==> src/pkg/fpsm_pkg.sv <==
package fpsm_pkg;
    // Register offsets
    localparam logic [9:0] FPSM_ADDR_PRESCALER = 10'h016;
    localparam logic [9:0] FPSM_ADDR_STATUSSEL = 10'h017;
    localparam logic [9:0] FPSM_ADDR_PINGUARD  = 10'h01D;
    // Field positions
    localparam int FPSM_PRESC_LSB  = 0;
    localparam int FPSM_PRESC_MSB  = 2;
    localparam int FPSM_SEL_LSB    = 2;
    localparam int FPSM_SEL_MSB    = 7;
    localparam int FPSM_GUARD_BIT  = 7;
    // Reset values
    localparam logic [7:0] FPSM_PRESC_RST = 8'h06;
    localparam logic [7:0] FPSM_SEL_RST   = 8'h00;
    localparam logic [7:0] FPSM_GUARD_RST = 8'h00;
    // Prescaler codes
    localparam logic [2:0] FPSM_P_FD1  = 3'h0;
    localparam logic [2:0] FPSM_P_FD2  = 3'h1;
    localparam logic [2:0] FPSM_P_DM2  = 3'h2;
    localparam logic [2:0] FPSM_P_DM4  = 3'h3;
    localparam logic [2:0] FPSM_P_DM8  = 3'h4;
    localparam logic [2:0] FPSM_P_DM16 = 3'h5;
    localparam logic [2:0] FPSM_P_DM32 = 3'h6;
    localparam logic [2:0] FPSM_P_FD3  = 3'h7;
    // Status selector codes
    localparam logic [5:0] FPSM_S_GND    = 6'h00;
    localparam logic [5:0] FPSM_S_NDIV   = 6'h01;
    localparam logic [5:0] FPSM_S_RDIV   = 6'h02;
    localparam logic [5:0] FPSM_S_ADIV   = 6'h03;
    localparam logic [5:0] FPSM_S_PRESC  = 6'h04;
    localparam logic [5:0] FPSM_S_UP     = 6'h05;
    localparam logic [5:0] FPSM_S_DOWN   = 6'h06;
    localparam logic [5:0] FPSM_S_GND_HI = 6'h20;
endpackage : fpsm_pkg

==> src/design/fpsm_top.sv <==
// Notes on behaviour
// - Codes 0,1: fixed divide by 1, 2
// - Code 2: divide 2/3, only 2 if A zero
// - Code 3: divide 4/5, only 4 if A zero
// - Code 4: divide 8/9, only 8 if A zero
// - Code 5: divide 16/17, only 16 if A zero
// - Code 6 default: divide 32/33, 32 if A zero
// - Selector 000001 routes delayed N divider output
// - Selector 000010 routes delayed R divider output
// - Selectors 3..6: A, prescaler, up, down
// - Other bit7-clear codes give static ground
// - Bit7 set uses shared decode; 100000 ground
`timescale 1ns/1ns
module fpsm_top (
    input  wire logic       clk_sys,      // Feedback and reference clock
    input  wire logic       reset_n,      // Async reset, active low
    input  wire logic       regWrEn,      // Register write strobe
    input  wire logic       regRdEn,      // Register read strobe
    input  wire logic [9:0] regAddr,      // Register address
    input  wire logic [7:0] regWrData,    // Register write data
    input  wire logic       aCountNonzero, // A counter holds nonzero value
    input  wire logic       nDivOut,      // N divider output after delay
    input  wire logic       rDivOut,      // R divider output after delay
    input  wire logic       aDivOut,      // A divider output
    input  wire logic       pdUpPulse,    // Phase detector up pulse
    input  wire logic       pdDownPulse,  // Phase detector down pulse
    input  wire logic       sharedSelOut, // Shared pin decoder result
    output logic [7:0]      regRdData,    // Register read data
    output logic            prescalerOut, // Prescaler output pulse
    output logic            statusPin,    // Status pin level
    output logic            dualModulusMode, // Prescaler in dual modulus
    output logic [5:0]      statusSelect  // Active status selection
);

    // Register state
    logic [7:0] prescReg_q;     // Prescaler register
    logic [7:0] prescReg_d;
    logic [7:0] selReg_q;       // Status select register
    logic [7:0] selReg_d;
    logic [7:0] guardReg_q;     // Guard register
    logic [7:0] guardReg_d;
    logic [7:0] rdData_q;       // Read data
    logic [7:0] rdData_d;

    // Divider state
    logic [5:0] divCnt_q;       // Cycles left in this period
    logic [5:0] divCnt_d;
    logic       extraNext_q;    // Next period uses the longer modulus
    logic       extraNext_d;
    logic       prescOut_q;     // Prescaler pulse
    logic       prescOut_d;
    logic       dmMode_q;       // Dual modulus indicator
    logic       dmMode_d;

    // Status output state
    logic       status_q;       // Status pin level
    logic       status_d;

    logic [2:0] prescCode;      // Active prescaler code
    logic [5:0] selCode;        // Active status code
    logic [5:0] baseRatio;      // Modulus P
    logic       dualMod;        // Dual modulus selected

    localparam int FPSM_PRESC_MSB_W = fpsm_pkg::FPSM_PRESC_MSB;

    assign prescCode = prescReg_q[FPSM_PRESC_MSB_W:0];
    assign selCode   = selReg_q[fpsm_pkg::FPSM_SEL_MSB:fpsm_pkg::FPSM_SEL_LSB];

    // Register writes and reads
    always_comb begin
        prescReg_d = prescReg_q;
        selReg_d   = selReg_q;
        guardReg_d = guardReg_q;
        rdData_d   = rdData_q;
        if (regWrEn) begin
            unique case (regAddr)
                // Prescaler field only, upper bits belong elsewhere
                fpsm_pkg::FPSM_ADDR_PRESCALER: begin
                    prescReg_d = {5'h00, regWrData[2:0]};
                end
                fpsm_pkg::FPSM_ADDR_STATUSSEL: begin
                    if (!guardReg_q[fpsm_pkg::FPSM_GUARD_BIT]) begin
                        selReg_d = {regWrData[7:2], 2'h0};
                    end
                end
                // Guard bit register
                fpsm_pkg::FPSM_ADDR_PINGUARD: begin
                    guardReg_d = regWrData;
                end
                // Unmapped writes ignored
                default: begin
                end
            endcase
        end
        if (regRdEn) begin
            unique case (regAddr)
                fpsm_pkg::FPSM_ADDR_PRESCALER: rdData_d = prescReg_q;
                fpsm_pkg::FPSM_ADDR_STATUSSEL: rdData_d = selReg_q;
                fpsm_pkg::FPSM_ADDR_PINGUARD:  rdData_d = guardReg_q;
                // Unmapped reads return zero
                default: rdData_d = 8'h00;
            endcase
        end
    end

    // Register storage
    always_ff @(posedge clk_sys or negedge reset_n) begin
        if (!reset_n) begin
            prescReg_q <= fpsm_pkg::FPSM_PRESC_RST;
            selReg_q   <= fpsm_pkg::FPSM_SEL_RST;
            guardReg_q <= fpsm_pkg::FPSM_GUARD_RST;
            rdData_q   <= 8'h00;
        end else begin
            prescReg_q <= prescReg_d;
            selReg_q   <= selReg_d;
            guardReg_q <= guardReg_d;
            rdData_q   <= rdData_d;
        end
    end

    // Modulus decode
    always_comb begin
        baseRatio = 6'h01;
        dualMod   = 1'b0;
        unique case (prescCode)
            fpsm_pkg::FPSM_P_FD1:  baseRatio = 6'h01;
            fpsm_pkg::FPSM_P_FD2:  baseRatio = 6'h02;
            fpsm_pkg::FPSM_P_DM2:  begin baseRatio = 6'h02; dualMod = 1'b1; end
            fpsm_pkg::FPSM_P_DM4:  begin baseRatio = 6'h04; dualMod = 1'b1; end
            fpsm_pkg::FPSM_P_DM8:  begin baseRatio = 6'h08; dualMod = 1'b1; end
            fpsm_pkg::FPSM_P_DM16: begin baseRatio = 6'h10; dualMod = 1'b1; end
            fpsm_pkg::FPSM_P_DM32: begin baseRatio = 6'h20; dualMod = 1'b1; end
            fpsm_pkg::FPSM_P_FD3:  baseRatio = 6'h03;
        endcase
    end

    // Prescaler counter next state
    always_comb begin
        divCnt_d    = divCnt_q;
        extraNext_d = extraNext_q;
        prescOut_d  = 1'b0;
        dmMode_d    = dualMod;
        if (divCnt_q <= 6'h01) begin
            // Period ends, emit pulse and load next length
            prescOut_d = 1'b1;
            if (dualMod && aCountNonzero && extraNext_q) begin
                divCnt_d = baseRatio + 6'h01;
            end else begin
                divCnt_d = baseRatio;
            end
            extraNext_d = dualMod && aCountNonzero && !extraNext_q;
        end else begin
            divCnt_d = divCnt_q - 6'h01;
        end
    end

    // Prescaler counter storage
    always_ff @(posedge clk_sys or negedge reset_n) begin
        if (!reset_n) begin
            divCnt_q    <= 6'h00;
            extraNext_q <= 1'b0;
            prescOut_q  <= 1'b0;
            dmMode_q    <= 1'b0;
        end else begin
            divCnt_q    <= divCnt_d;
            extraNext_q <= extraNext_d;
            prescOut_q  <= prescOut_d;
            dmMode_q    <= dmMode_d;
        end
    end

    // Status pin selection
    always_comb begin
        status_d = 1'b0;
        if (selCode[5]) begin
            // shared decode, ground code kept here
            status_d = (selCode == fpsm_pkg::FPSM_S_GND_HI) ? 1'b0 : sharedSelOut;
        end else begin
            unique case (selCode)
                fpsm_pkg::FPSM_S_NDIV:  status_d = nDivOut;
                fpsm_pkg::FPSM_S_RDIV:  status_d = rDivOut;
                fpsm_pkg::FPSM_S_ADIV:  status_d = aDivOut;
                fpsm_pkg::FPSM_S_PRESC: status_d = prescOut_q;
                fpsm_pkg::FPSM_S_UP:    status_d = pdUpPulse;
                fpsm_pkg::FPSM_S_DOWN:  status_d = pdDownPulse;
                default:                status_d = 1'b0;
            endcase
        end
    end

    // Status pin storage
    always_ff @(posedge clk_sys or negedge reset_n) begin
        if (!reset_n) begin
            status_q <= 1'b0;
        end else begin
            status_q <= status_d;
        end
    end

    // Outputs
    assign regRdData       = rdData_q;
    assign prescalerOut    = prescOut_q;
    assign statusPin       = status_q;
    assign dualModulusMode = dmMode_q;
    assign statusSelect    = selReg_q[7:2];

endmodule : fpsm_top

==> config.mk <==
export PLATFORM = sky130hd
export DESIGN_NAME = fpsm_top
export DESIGN_NICKNAME = d
export VERILOG_FILES = /design/src/pkg/fpsm_pkg.sv /design/src/design/fpsm_top.sv
export SDC_FILE = /design/constraint.sdc
export NUM_CORES = 1
export LEC_CHECK = 0
export BUFFER_PORTS_ARGS = -buffer_cell sky130_fd_sc_hd__buf_4
export CAP_MARGIN = 20
export CORE_ASPECT_RATIO = 1.1
export CORE_MARGIN = 2
export CORE_UTILIZATION = 47
export CTS_CLUSTER_DIAMETER = 50
export CTS_CLUSTER_SIZE = 16
export DETAILED_ROUTE_END_ITERATION = 8
export GPL_ROUTABILITY_DRIVEN = 0
export GPL_TIMING_DRIVEN = 0
export MAX_ROUTING_LAYER = met4
export PLACE_DENSITY = 0.75
export SKIP_CTS_REPAIR_TIMING = 1
export SLEW_MARGIN = 20
export SYNTH_ARGS = -nofsm -noshare
export SYNTH_HDL_FRONTEND = slang
export SYNTH_SLANG_ARGS = --single-unit
export TNS_END_PERCENT = 10
==> constraint.sdc <==
create_clock -name clk_sys -period 1.5 [get_ports clk_sys]
set_input_delay 0.3 -clock clk_sys [delete_from_list [all_inputs] [get_ports clk_sys]]
set_output_delay 0.3 -clock clk_sys [all_outputs]
set_load 0.02 [all_outputs]
==> impl_metrics.ini <==
[logic_synthesis]
yosys.area_share.adder_pct = 1.426
synth_edf_count = 0
synthDistinctLibCells = 48
async_flop_share_pct = 100.0
synthMuxAreaShare_pct = 14.54
synth_nets = 178
ys_ff_latch = 35
yosysWarnings = 0
synth_top_family_by_area = compound AO/OA/AOI/OAI gates
seq_area_frac_synth_pct = 50.04
synth_compound_gate_area_share_pct = 15.61
synthSimpleGateAreaFrac_pct = 11.90
synthXorXnorAreaFrac_pct = 1.497
synth-main-ff-cell = dfrtp_1
synth_cells = 147
syn_area_per_cell_um2 = 11.94
syn_area_um2 = 1755

[floorplanning]
die_area_um2 = 4240
core_area_um2 = 3626
die_w_um = 62.27
core.rowCount = 23
initial_utilization_pct = 48.41
top_level_ports = 46
die_y_um = 68.10

[sta]
relSlewSlack_pct = 68.24
rsz0062_at_grt = true
setup_viol = 8
worstMarginPinSlew_ns = 0.4753
finalHoldViolCount = 0
finalWorstSetupSlack_ns = -0.1682
fin_crit_sh_pct = 111.2
holdWs_ns = 0.2576
finalCriticalPeriod_ns = 1.668
fmax_ghz = 0.5994
drv_slew = 0
tns_ns = -0.6024
skew_ns = 0.006467

[placement]
placedInstanceArea_um2 = 2156
hpwl_um = 2936
port_buffers = 45
place_ws_ns = -0.4701

[worst_setup_path]
reg2reg_to = divCnt_q[3]
startpoint_type = flip-flop
ff2ff_setup_slack_ns = -0.17
worstSetupEndpointType = flip-flop
rr_startpoint = divCnt_q[3]
cp_max_fo = 9
required_ns = 1.67
crit_type = reg2reg
rr_worst_depth = 5
arrival_ns = 1.84

[status]
status = finished, violations left
violations = negative setup slack

[routing]
vias_per_cell = 5.702
drc = 0
wirelength_um = 4167
detail-route-antenna-nets = 0
wl_per_cell_um = 16.54
dr_total_vias = 1437
firstDrtPassIters = 4
drtIter0Drc = 75

[min_path]
worstHoldEndpoint = guardReg_q[1]
worstHoldPathType = in2reg
min_from = regWrData[1]
hold_depth = 2

[finish]
stdcell_area_um2 = 2351
diodes = 0
area_delta_synth_final_pct = 33.93
post-route-util_pct = 64.84
drive_above_1_share_pct = 44.55
finalNetCount = 232

[global_routing]
grtUsageTotal_pct = 20.48
grt_overflow = 0
antenna_found_initial = 0
grt_pass1_vias = 1417
grt_pass1_wl_um = 6486
grt_start_max_net_pins = 36

[power]
ir_worst_vdd_mv = 0.9824
leakagePower_nw = 1.137
p_per_area_nw_per_um2 = 1177

[clocking]
root_buffer = clkbuf_8
cts_sinks = 35
htreeDepth = 2
cts-buffers-inserted = 5
worst_skew_pair.late_latency_ns = 0.28
path_clk_slew_ns = 0.07
cts_buffer_depth = 2
cts_tree = done

[job]
cap_violations = 0
cell usage in the layout, fill, tap and decap left out, types with 2 or more instances in the layout:
| cell type | netlist | routed |
|---|---|---|
| buf_4 | 0 | 46 |
| dfrtp_1 | 33 | 33 |
| mux2_2 | 18 | 18 |
| inv_1 | 11 | 11 |
| o22ai_1 | 7 | 7 |
| a22oi_1 | 6 | 6 |
| clkbuf_8 | 0 | 6 |
| clkbuf_1 | 5 | 4 |
| nor2b_1 | 4 | 4 |
| mux2i_1 | 3 | 3 |
| a22o_1 | 3 | 3 |
| or3_1 | 2 | 2 |
| buf_6 | 2 | 2 |
| nor3b_1 | 3 | 2 |
| xnor2_1 | 2 | 2 |
| a311oi_1 | 2 | 2 |
| nor2_1 | 2 | 2 |
| nand2_1 | 2 | 2 |
| nand3_1 | 2 | 2 |
| or4_1 | 2 | 2 |
| nand2b_1 | 2 | 2 |
| and2_1 | 2 | 2 |
| a41o_1 | 2 | 2 |
| nand4_1 | 2 | 2 |
| dfstp_2 | 2 | 2 |
layout make-up:
type,count,area (µm²)
buffer,8,47.55
clock buffer,6,82.58
clock inverter,2,35.03
fill,292,1275
inverter,11,41.29
multi-input combinational,93,848.3
sequential,35,878.3
tap,50,62.56
timing repair buffer,47,355.3
how the worst max path moves through the flow:
stage | startpoint | end | cells past startpoint
2_1_floorplan | regAddr[9] | selReg_q[2] | 3
3_3_place_gp | regAddr[9] | selReg_q[3] | 4
3_5_place_dp | regAddr[9] | selReg_q[3] | 4
4_1_cts | prescReg_q[1] | divCnt_q[1] | 4
5_1_grt | prescReg_q[1] | divCnt_q[1] | 4
6_report | divCnt_q[3] | divCnt_q[3] | 5
sequential cells by signal, indices dropped and copies added, names as in the netlist:
register         cells
divCnt_q             6
dualModulusMode      1
extraNext_q          1
guardReg_q           8
prescReg_q           3
prescalerOut         1
regRdData            8
selReg_q             6
statusPin            1
routing by layer:
layer | part of all wire (%) | wire length, µm | track usage (%) | up-vias
li1 | - | - | - | 668
met3 | 5.6 | 235 | 6.250 | 6
met1 | 39 | 1630 | 22.07 | 707
met5 | 0 | 0 | - | -
met4 | 1.4 | 57 | 7.222 | 0
met2 | 54 | 2243 | 36.68 | 56
metrics by stage:
step / total power, mW / cells
final: 2.768 / 252
after global routing: 2.905 / 252
after CTS: 2.665 / 250
after detailed placement: 1.796 / 242
after global placement: 1.752 / 242
after floorplan: 1.581 / 147
cells in the mapped netlist, types with 3 or more instances:
master / number / area (µm²)
a22oi_1: 6 / 45.04
a22o_1: 3 / 26.28
inv_1: 11 / 41.29
nor3b_1: 3 / 22.52
clkbuf_1: 5 / 18.77
o22ai_1: 7 / 43.79
mux2i_1: 3 / 30.03
dfrtp_1: 33 / 825.8
mux2_2: 18 / 202.7
nor2b_1: 4 / 25.02
worst max-delay path, stage by stage, from the launching register on:
cell and delay [ns]:
dfrtp_1 0.42, or3_1 0.37, buf_6 0.15, or2_1 0.22, buf_6 0.15, o41ai_1 0.24
power breakdown:
| part | total (mW) | internal, mW | switching, mW |
|---|---|---|---|
| Combinational | 0.730 | 0.367 | 0.363 |
| Clock | 0.875 | 0.538 | 0.337 |
| Sequential | 1.16 | 1.05 | 0.112 |
logic make-up after synthesis:
kind of cell / count (synthesis)
adders and majority gates: 2
and+or+nand+nor: 31
buffers and inverters: 19
xor gates and xnor gates: 3
DFF: 35
muxes: 22
AOI/OAI and AO/OA: 35
Power figures use the tool's default switching activity.
